File: src/cpu_special_regs_defs.svh
// Constants for the core register set: register count, register numbers, field codes.
// Assumes inclusion by bare name from design files only.
`ifndef CPU_SPECIAL_REGS_DEFS_SVH
`define CPU_SPECIAL_REGS_DEFS_SVH
`define GPR_COUNT 32'h20
`define GPR_ZERO 5'h00
`define GPR_SAVED_FIRST 5'h10
`define GPR_SAVED_SECOND 5'h11
`define GPR_GLOBAL_POINTER 5'h1c
`define GPR_STACK_POINTER 5'h1d
`define GPR_RETURN_ADDRESS 5'h1f
`define CREG_ZERO_CODE 3'h0
`define CREG_ONE_CODE 3'h1
`define ACC_DEFAULT 2'h0
`define PC_RESET 32'h00000000
`define WORD_ZERO 32'h00000000
`define PAIR_ZERO 64'h0000000000000000
`endif

File: src/cpu_special_regs_pkg.sv
// Types shared by the core register set.
// Assumes the defs header is available for constants.
package cpu_special_regs_pkg;
	typedef enum logic [2:0] {
		acc_none,
		acc_mult,
		acc_madd,
		acc_msub,
		acc_div,
		acc_mac
	} acc_op_t;
	typedef enum logic [1:0] {
		imp_none,
		imp_global,
		imp_stack,
		imp_return
	} implicit_sel_t;
endpackage

File: src/cpu_special_register_set.sv
// General-purpose registers, program counter and four accumulator pairs.
// Assumes the execution pipeline supplies computed products, quotients and remainders.
`timescale 1ns/10ps
`include "cpu_special_regs_defs.svh"

module cpu_special_register_set #(
	parameter int XLEN = 32,
	parameter int NUM_ACC = 4
) (
	input wire logic i_clk, // Core clock
	input wire logic i_rst, // Synchronous reset, high
	input wire logic i_ce, // Clock enable
	input wire logic [4:0] i_rd_addr_a, // Read port A register number
	input wire logic [4:0] i_rd_addr_b, // Read port B register number
	input wire logic i_rd_pc_a, // Port A returns PC instead
	output logic [XLEN-1:0] o_rd_data_a, // Port A data, registered
	output logic [XLEN-1:0] o_rd_data_b, // Port B data, registered
	input wire logic i_wr_en, // GPR write strobe
	input wire logic [4:0] i_wr_addr, // GPR write register number
	input wire logic [XLEN-1:0] i_wr_data, // GPR write data
	input wire logic [2:0] i_creg_code, // Compressed register field
	input wire logic i_creg_alt_zero, // Code 0 means register 0
	input wire cpu_special_regs_pkg::implicit_sel_t i_imp_sel, // Implicit register use
	output logic [4:0] o_creg_num, // Decoded register number
	input wire logic i_pc_load, // Load new PC
	input wire logic [XLEN-1:0] i_pc_next, // Next PC value
	output logic [XLEN-1:0] o_pc, // Current PC
	input wire cpu_special_regs_pkg::acc_op_t i_acc_op, // Accumulator operation
	input wire logic i_acc_sel_en, // Use explicit pair field
	input wire logic [1:0] i_acc_sel, // Explicit pair field
	input wire logic [2*XLEN-1:0] i_product, // Full multiply product
	input wire logic [XLEN-1:0] i_quotient, // Divide quotient
	input wire logic [XLEN-1:0] i_remainder, // Divide remainder
	input wire logic [1:0] i_acc_rd_sel, // Pair to read out
	output logic [XLEN-1:0] o_accum_high_word, // Read pair high word
	output logic [XLEN-1:0] o_accum_low_word // Read pair low word
);
	logic [XLEN-1:0] gpr [0:`GPR_COUNT-1];
	logic [XLEN-1:0] accum_high_word [0:NUM_ACC-1];
	logic [XLEN-1:0] accum_low_word [0:NUM_ACC-1];
	// Internal copy so the operand mux never reads an output port
	logic [XLEN-1:0] pc;

	// Pair zero unless the instruction names one
	wire logic [1:0] acc_idx = i_acc_sel_en ? i_acc_sel : `ACC_DEFAULT;
	wire logic [2*XLEN-1:0] acc_cur = {accum_high_word[acc_idx], accum_low_word[acc_idx]};
	wire logic [2*XLEN-1:0] acc_sum = acc_cur + i_product;
	wire logic [2*XLEN-1:0] acc_diff = acc_cur - i_product;
	wire logic [2*XLEN-1:0] next_pair =
		(i_acc_op == cpu_special_regs_pkg::acc_mult) ? i_product :
		(i_acc_op == cpu_special_regs_pkg::acc_msub) ? acc_diff :
		(i_acc_op == cpu_special_regs_pkg::acc_div) ? {i_remainder, i_quotient} :
		acc_sum;
	wire logic acc_we = (i_acc_op != cpu_special_regs_pkg::acc_none);

	function automatic logic [4:0] creg_map(input logic [2:0] code, input logic alt_zero);
		logic [4:0] r;
		r = {2'h0, code};
		if (code == `CREG_ZERO_CODE) begin
			r = alt_zero ? `GPR_ZERO : `GPR_SAVED_FIRST;
		end else if (code == `CREG_ONE_CODE) begin
			r = `GPR_SAVED_SECOND;
		end
		return r;
	endfunction

	// Implicit uses override the field since these registers have no code
	wire logic [4:0] next_creg_num =
		(i_imp_sel == cpu_special_regs_pkg::imp_global) ? `GPR_GLOBAL_POINTER :
		(i_imp_sel == cpu_special_regs_pkg::imp_stack) ? `GPR_STACK_POINTER :
		(i_imp_sel == cpu_special_regs_pkg::imp_return) ? `GPR_RETURN_ADDRESS :
		creg_map(i_creg_code, i_creg_alt_zero);

	function automatic logic [XLEN-1:0] gpr_read(input logic [4:0] a, input logic [XLEN-1:0] v);
		return (a == `GPR_ZERO) ? `WORD_ZERO : v;
	endfunction

	// Write-through so a read in the write cycle sees the new value
	function automatic logic [XLEN-1:0] fwd_pick(input logic [4:0] a, input logic [XLEN-1:0] v,
		input logic we, input logic [4:0] wa, input logic [XLEN-1:0] wd);
		return (we && wa == a) ? wd : v;
	endfunction
	wire logic [XLEN-1:0] fwd_a = fwd_pick(i_rd_addr_a, gpr[i_rd_addr_a],
		i_wr_en, i_wr_addr, i_wr_data);
	wire logic [XLEN-1:0] fwd_b = fwd_pick(i_rd_addr_b, gpr[i_rd_addr_b],
		i_wr_en, i_wr_addr, i_wr_data);
	wire logic [XLEN-1:0] next_rd_a = i_rd_pc_a ? pc : gpr_read(i_rd_addr_a, fwd_a);
	wire logic [XLEN-1:0] next_rd_b = gpr_read(i_rd_addr_b, fwd_b);
	// No stack pointer logic here; software owns the stack

	// Slot zero is never written, so it keeps its reset zero
	always_ff @(posedge i_clk) begin
		if (i_rst) begin
			for (int i = 0; i < `GPR_COUNT; i++) begin
				gpr[i] <= `WORD_ZERO;
			end
		end else if (i_ce && i_wr_en && i_wr_addr != `GPR_ZERO) begin
			gpr[i_wr_addr] <= i_wr_data;
		end
	end

	always_ff @(posedge i_clk) begin
		if (i_rst) begin
			for (int i = 0; i < NUM_ACC; i++) begin
				accum_high_word[i] <= `WORD_ZERO;
				accum_low_word[i] <= `WORD_ZERO;
			end
		end else if (i_ce && acc_we) begin
			accum_high_word[acc_idx] <= next_pair[2*XLEN-1:XLEN];
			accum_low_word[acc_idx] <= next_pair[XLEN-1:0];
		end
	end

	always_ff @(posedge i_clk) begin
		if (i_rst) begin
			pc <= `PC_RESET;
			o_pc <= `PC_RESET;
			o_rd_data_a <= `WORD_ZERO;
			o_rd_data_b <= `WORD_ZERO;
			o_creg_num <= `GPR_ZERO;
			o_accum_high_word <= `WORD_ZERO;
			o_accum_low_word <= `WORD_ZERO;
		end else if (i_ce) begin
			if (i_pc_load) begin
				pc <= i_pc_next;
				o_pc <= i_pc_next;
			end
			o_rd_data_a <= next_rd_a;
			o_rd_data_b <= next_rd_b;
			o_creg_num <= next_creg_num;
			// Same-cycle op not yet visible; readout lags the write by one
			o_accum_high_word <= accum_high_word[i_acc_rd_sel];
			o_accum_low_word <= accum_low_word[i_acc_rd_sel];
		end
	end
endmodule

File: config.mk
export PLATFORM = sky130hd
export DESIGN_NAME = cpu_special_register_set
export DESIGN_NICKNAME = d
export VERILOG_FILES = /design/src/cpu_special_regs_pkg.sv /design/src/cpu_special_register_set.sv
export VERILOG_INCLUDE_DIRS = /design/src
export SDC_FILE = /design/constraint.sdc
export NUM_CORES = 2
export LEC_CHECK = 0
export BUFFER_PORTS_ARGS = -buffer_cell sky130_fd_sc_hd__buf_4
export CAP_MARGIN = 20
export CORE_MARGIN = 10
export CORE_UTILIZATION = 63
export CTS_CLUSTER_SIZE = 28
export DETAILED_ROUTE_END_ITERATION = 6
export PLACE_DENSITY = 0.81
export SETUP_SLACK_MARGIN = 0.1
export SYNTH_ARGS = -nofsm -noshare
export SYNTH_HDL_FRONTEND = slang
export SYNTH_SLANG_ARGS = --single-unit
File: constraint.sdc
create_clock -name i_clk -period 6.7 [get_ports i_clk]
set_input_delay 1.005 -clock i_clk [delete_from_list [all_inputs] [get_ports i_clk]]
set_output_delay 1.005 -clock i_clk [all_outputs]
set_load 0.02 [all_outputs]
* After elaboration in Yosys (flattened, before gate mapping)
Memory sizes are Yosys's and may differ from the RTL's. A register that Yosys moved wholly into a read port is not among the register bits.
Index checks and enable logic that the tools add are counted.
** Storage, ports and cells
- Output and inout port bits :: 165
- Logic and storage cells :: 64
- Bits in latches :: 0
- RAM bits :: 1280
- Bits in read-only memories :: 0
- Memories kept :: 3
- Register bits :: 101
** Memory list
- gpr :: depth 32, bits a word 32, read ports 2, clocked after memory_dff 0, write ports 32, line cpu_special_register_set.sv:38 : logic [XLEN-1:0] gpr [0:`GPR_COUNT-1];
- accum_high_word :: depth 4, bits a word 32, read ports 2, clocked after memory_dff 1, write ports 4, line cpu_special_register_set.sv:39 : logic [XLEN-1:0] accum_high_word [0:NUM_ACC-1];
- accum_low_word :: depth 4, bits a word 32, read ports 2, clocked after memory_dff 1, write ports 4, line cpu_special_register_set.sv:40 : logic [XLEN-1:0] accum_low_word [0:NUM_ACC-1];
** Cells by class
- Equal/unequal tests :: 9
- Shift-type cells :: 0
- Add/subtract/negate cells :: 2
- Order comparisons :: 0
- Multiply operators :: 0
- Multiplexer cells :: 32
- Reductions and logical operators :: 14
- Bitwise operators :: 0
- Div/mod/pow operators :: 0
** Operators by type and width (count)
- $mux 32 :: 8
- $mux 64 :: 3
- $reduce_or 32->1 :: 3
- $add 64x64->64 :: 1
- $sub 64x64->64 :: 1
- $mux 5 :: 7
- $mux 1 :: 11
- $eq 5x5->1 :: 2
- $logic_not 5->1 :: 2
- $eq 3x1->1 const B :: 2
- $mux 2 :: 3
- $logic_and 1x1->1 :: 5
- $reduce_bool 5->1 :: 1
- $eq 2x2->1 const B :: 2
- $eq 3x2->1 const B :: 1
- $eq 3x3->1 const B :: 1
- $logic_not 3->1 :: 1
- $reduce_bool 3->1 :: 1
- $eq 2x1->1 const B :: 1
- $reduce_and 2->1 :: 1

* Longest topological paths before layout
- Depth in word-level cells :: 7
- Gate-level depth with buffers :: 17
- Gate-level depth less buffers :: 16

* Least setup slack after synthesis
OpenSTA, ideal clock, no wires.
- Kind :: input -> register
- Start point :: input port i_acc_sel[0]
- End point :: memory accum_high_word[3][0] (enable)
- Data required time :: 6.201 ns
- Library setup time :: 0.499 ns
- Stages :: 5
- Buffers on the path :: 3
- Slack :: 1.248 ns
- Arrival :: 4.953 ns
- Path through :: clkbuf_1 -> buf_1 -> clkbuf_1 -> nand3_1 -> o21bai_1
** RTL lines
- start, declared :: line cpu_special_register_set.sv:30 : input wire logic [1:0] i_acc_sel,
- end, declared :: line cpu_special_register_set.sv:39

==> reports/results.ini <==
[run_status]
status=complete, no violations

[die]
num_rows=134
core_area_um2=134000
io_pins=392
chipWidth_um=387
start_util_pct=63.4
dieArea_um2=150000
die_h_um=387

[sta]
setup_tns_ps=0
max_slew_margin_pct=22.2
hold_viol=0
fin_crit_ps=5810
rsz0062_at_grt=no
tightest_slew_ps=1170
setup_viol=0
fmax_mhz=172
timing.hold.ws_ps=436
slew_violations=0
final.period_utilization_pct=86.7
skew_ps=41.2

[clock_network]
cts_tree=yes
clk_path_buf_depth=3
cts_made_buffers=154
clk_latency_ps=830
root_buffer=clkbuf_16
cts-resized-gates=0
post_cts_buffers=0
cts_hold_buf=0
h-tree-depth=4
cts.clk_slew.worst_paths_ps=70
cts.sinks=1445

[critical_path]
cp_common_cell=buf_4
slowest_delay_ps=770
crit_fanout=45
worstReg2RegEnd=accum_high_word[2][23]$_SDFFCE_PN0P_
crit_family=compound AO/OA/AOI/OAI gates
reg2reg_from=accum_high_word[2][0]$_SDFFCE_PN0P_
worstRegToRegCells=14
required_ps=7380
arrival_ps=6490
crit_chain=buf_4 -> nand2_4 -> buf_4 -> buf_4 -> a211oi_1 -> a31oi_1 -> ha_1 -> or3_1 -> nor3_1 -> nand4_1 -> a2111oi_0 -> a211o_1 -> a2111oi_2 -> a221oi_2 -> and2_1
critPathCapture=accum_high_word[2][27]$_SDFFCE_PN0P_
crit_start=i_acc_sel[1]
cp_num_cells=15
cp-end-kind=flop
worst-setup-path-type=input pin to flop
cp_slowest_cell=a2111oi_0
regToRegSetupSlack_ps=1870
cp_num_buf_inv=3
start_kind=input pin

[placement]
io_buffers=391
place_congestion=1.04
dp_hpwl_mm=199
placed_area_um2=89400

[final_layout]
drive_gt1_share_pct=18.1
layout_commonest_cell=edfxtp_1
area_growth_pct=11.3
finalNetCount=8051
final_area_um2=94400
final_cell_mix=1280 x edfxtp_1, 1006 x and2_1, 609 x nor2_1
fin_util_pct=70.6
num-fill-cells=9234

[power_and_ir_drop]
leakagePower_nw=35.1
peakVddDrop_v=0.000298
p_per_area_nw_per_um2=250

[synth]
yosysWarnings=0
synth_compound_area_share_pct=13.0
synthArstFlopShare_pct=0
synth-simple-area-share_pct=15.1
synth_top_family_by_area=multiplexers
postSynthCellCount=7592
yosysSeqAreaShare_pct=49.2
synth_xor_area_share_pct=0.857
synth_edf_count=1280
syn-cell-area_um2=84800
yosys.area_share.adder_pct=1.91
ys_types=100
synth_ff_type=edfxtp_1
synthMuxAreaShare_pct=16.0
ys_ff_latch=1445
synth_area_per_cell_um2=11.2

[grt]
grt_pass1_vias=68700
grt_max_degree=111
grt-ovfl-total=0
antenna_found_initial=16
grt_usage_pct=40.1
grt_first_pass_wirelength_mm=450

[routing]
firstDrtPassIters=6
drc_errors=0
via_per_inst=7.15
first_iter_violations=10500
wirelength_mm=311
vias=68700
antenna_left=0
routedWlPerCell_um=32.4

[job]
drv_cap=0

[min_path]
hp-class=input pin to flop
whs_path_depth=3
hold_start=i_pc_next[12]

-- logic make-up after synthesis --
| group | after synthesis |
|---|---|
| mux | 920 |
| xor+xnor | 83 |
| flops | 1445 |
| compound gates | 1682 |
| simple gates | 2476 |
| other cells | 1 |
| buf+inv | 857 |
| fa+ha+maj | 128 |
-- power by group --
| part | internal, mW | leakage, nW | switching, mW |
|---|---|---|---|
| Clock | 4.75 | 2.36 | 3.71 |
| Combinational | 1.61 | 19.0 | 2.96 |
| Sequential | 10.3 | 13.8 | 0.271 |
| Total | 16.7 | 35.1 | 6.94 |
-- tightest hold or removal path: stages --
cell and delay (ps):
buf_4 110, nand2_1 40, a21oi_1 50
-- cells in the mapped netlist, types with 37 or more instances --
master	n	area share, %
a21oi_1	479	2.8
buf_1	94	0.42
nand2_1	402	1.8
mux4_2	332	8.8
nor3_1	81	0.48
and2_1	1008	7.4
o21bai_1	38	0.34
mux2_2	128	1.7
a22oi_1	132	1.2
nor2_1	646	2.9
inv_1	181	0.80
mux2i_1	458	5.4
a211oi_1	130	1.2
a31oi_1	85	0.63
buf_2	69	0.41
or2_2	43	0.32
clkbuf_1	501	2.2
ha_1	126	1.9
o211ai_1	154	1.4
xnor2_1	71	0.73
nand3_1	47	0.28
nor2b_1	92	0.68
dfxtp_1	165	3.9
o21ai_0	301	1.8
a221oi_1	133	1.4
edfxtp_1	1280	45
o31ai_1	37	0.33
-- cell type report --
class                           instances  area [um2]  area share, %
Tap cell                             1768        2210           2.34
Clock inverter                         79         739          0.783
Inverter                              184         691          0.732
Sequential cell                      1445       41700           44.2
Multi-Input combinational cell       5321       40000           42.4
Antenna cell                           12        30.0         0.0318
Timing Repair Buffer                  590        4780           5.07
Clock buffer                          201        4160           4.40
-- state kept, by name (all words and copies together) (netlist names) --
signal and cells:
accum_high_word 128, accum_low_word 128, gpr 1024, o_accum_high_word 32, o_accum_low_word 32, o_creg_num 5, o_rd_data_a 32, o_rd_data_b 32
pc 32
-- how the worst min path moves through the flow --
stage	endpoint	slack [ps]
2_1_floorplan	pc[0]$_SDFFE_PP0P_	550
3_3_place_gp	pc[24]$_SDFFE_PP0P_	460
3_5_place_dp	pc[12]$_SDFFE_PP0P_	460
4_1_cts	pc[12]$_SDFFE_PP0P_	400
5_1_grt	pc[12]$_SDFFE_PP0P_	420
6_report	pc[12]$_SDFFE_PP0P_	440
-- stage by stage --
| stage | setup WS [ps] | cells | power (mW) |
|---|---|---|---|
| final | 890 | 9600 | 23.6 |
| after global routing | 859 | 9589 | 24.2 |
| after detailed placement | 241 | 9300 | 15.1 |
| after global placement | 222 | 9297 | 15.0 |
| after CTS | 1090 | 9580 | 23.4 |
| after floorplan | 1250 | 7623 | 13.5 |
-- metal layers --
| metal | vias up | routed length, um | global-route usage [%] |
|---|---|---|---|
| met4 | 18 | 22500 | 24.9 |
| met2 | 5668 | 139000 | 61.8 |
| met1 | 33200 | 105000 | 49.4 |
| met5 | - | 115 | 0 |
| li1 | 28400 | - | - |
| met3 | 1347 | 43700 | 12.4 |
Note: power is estimated with default switching activity, not from simulation.
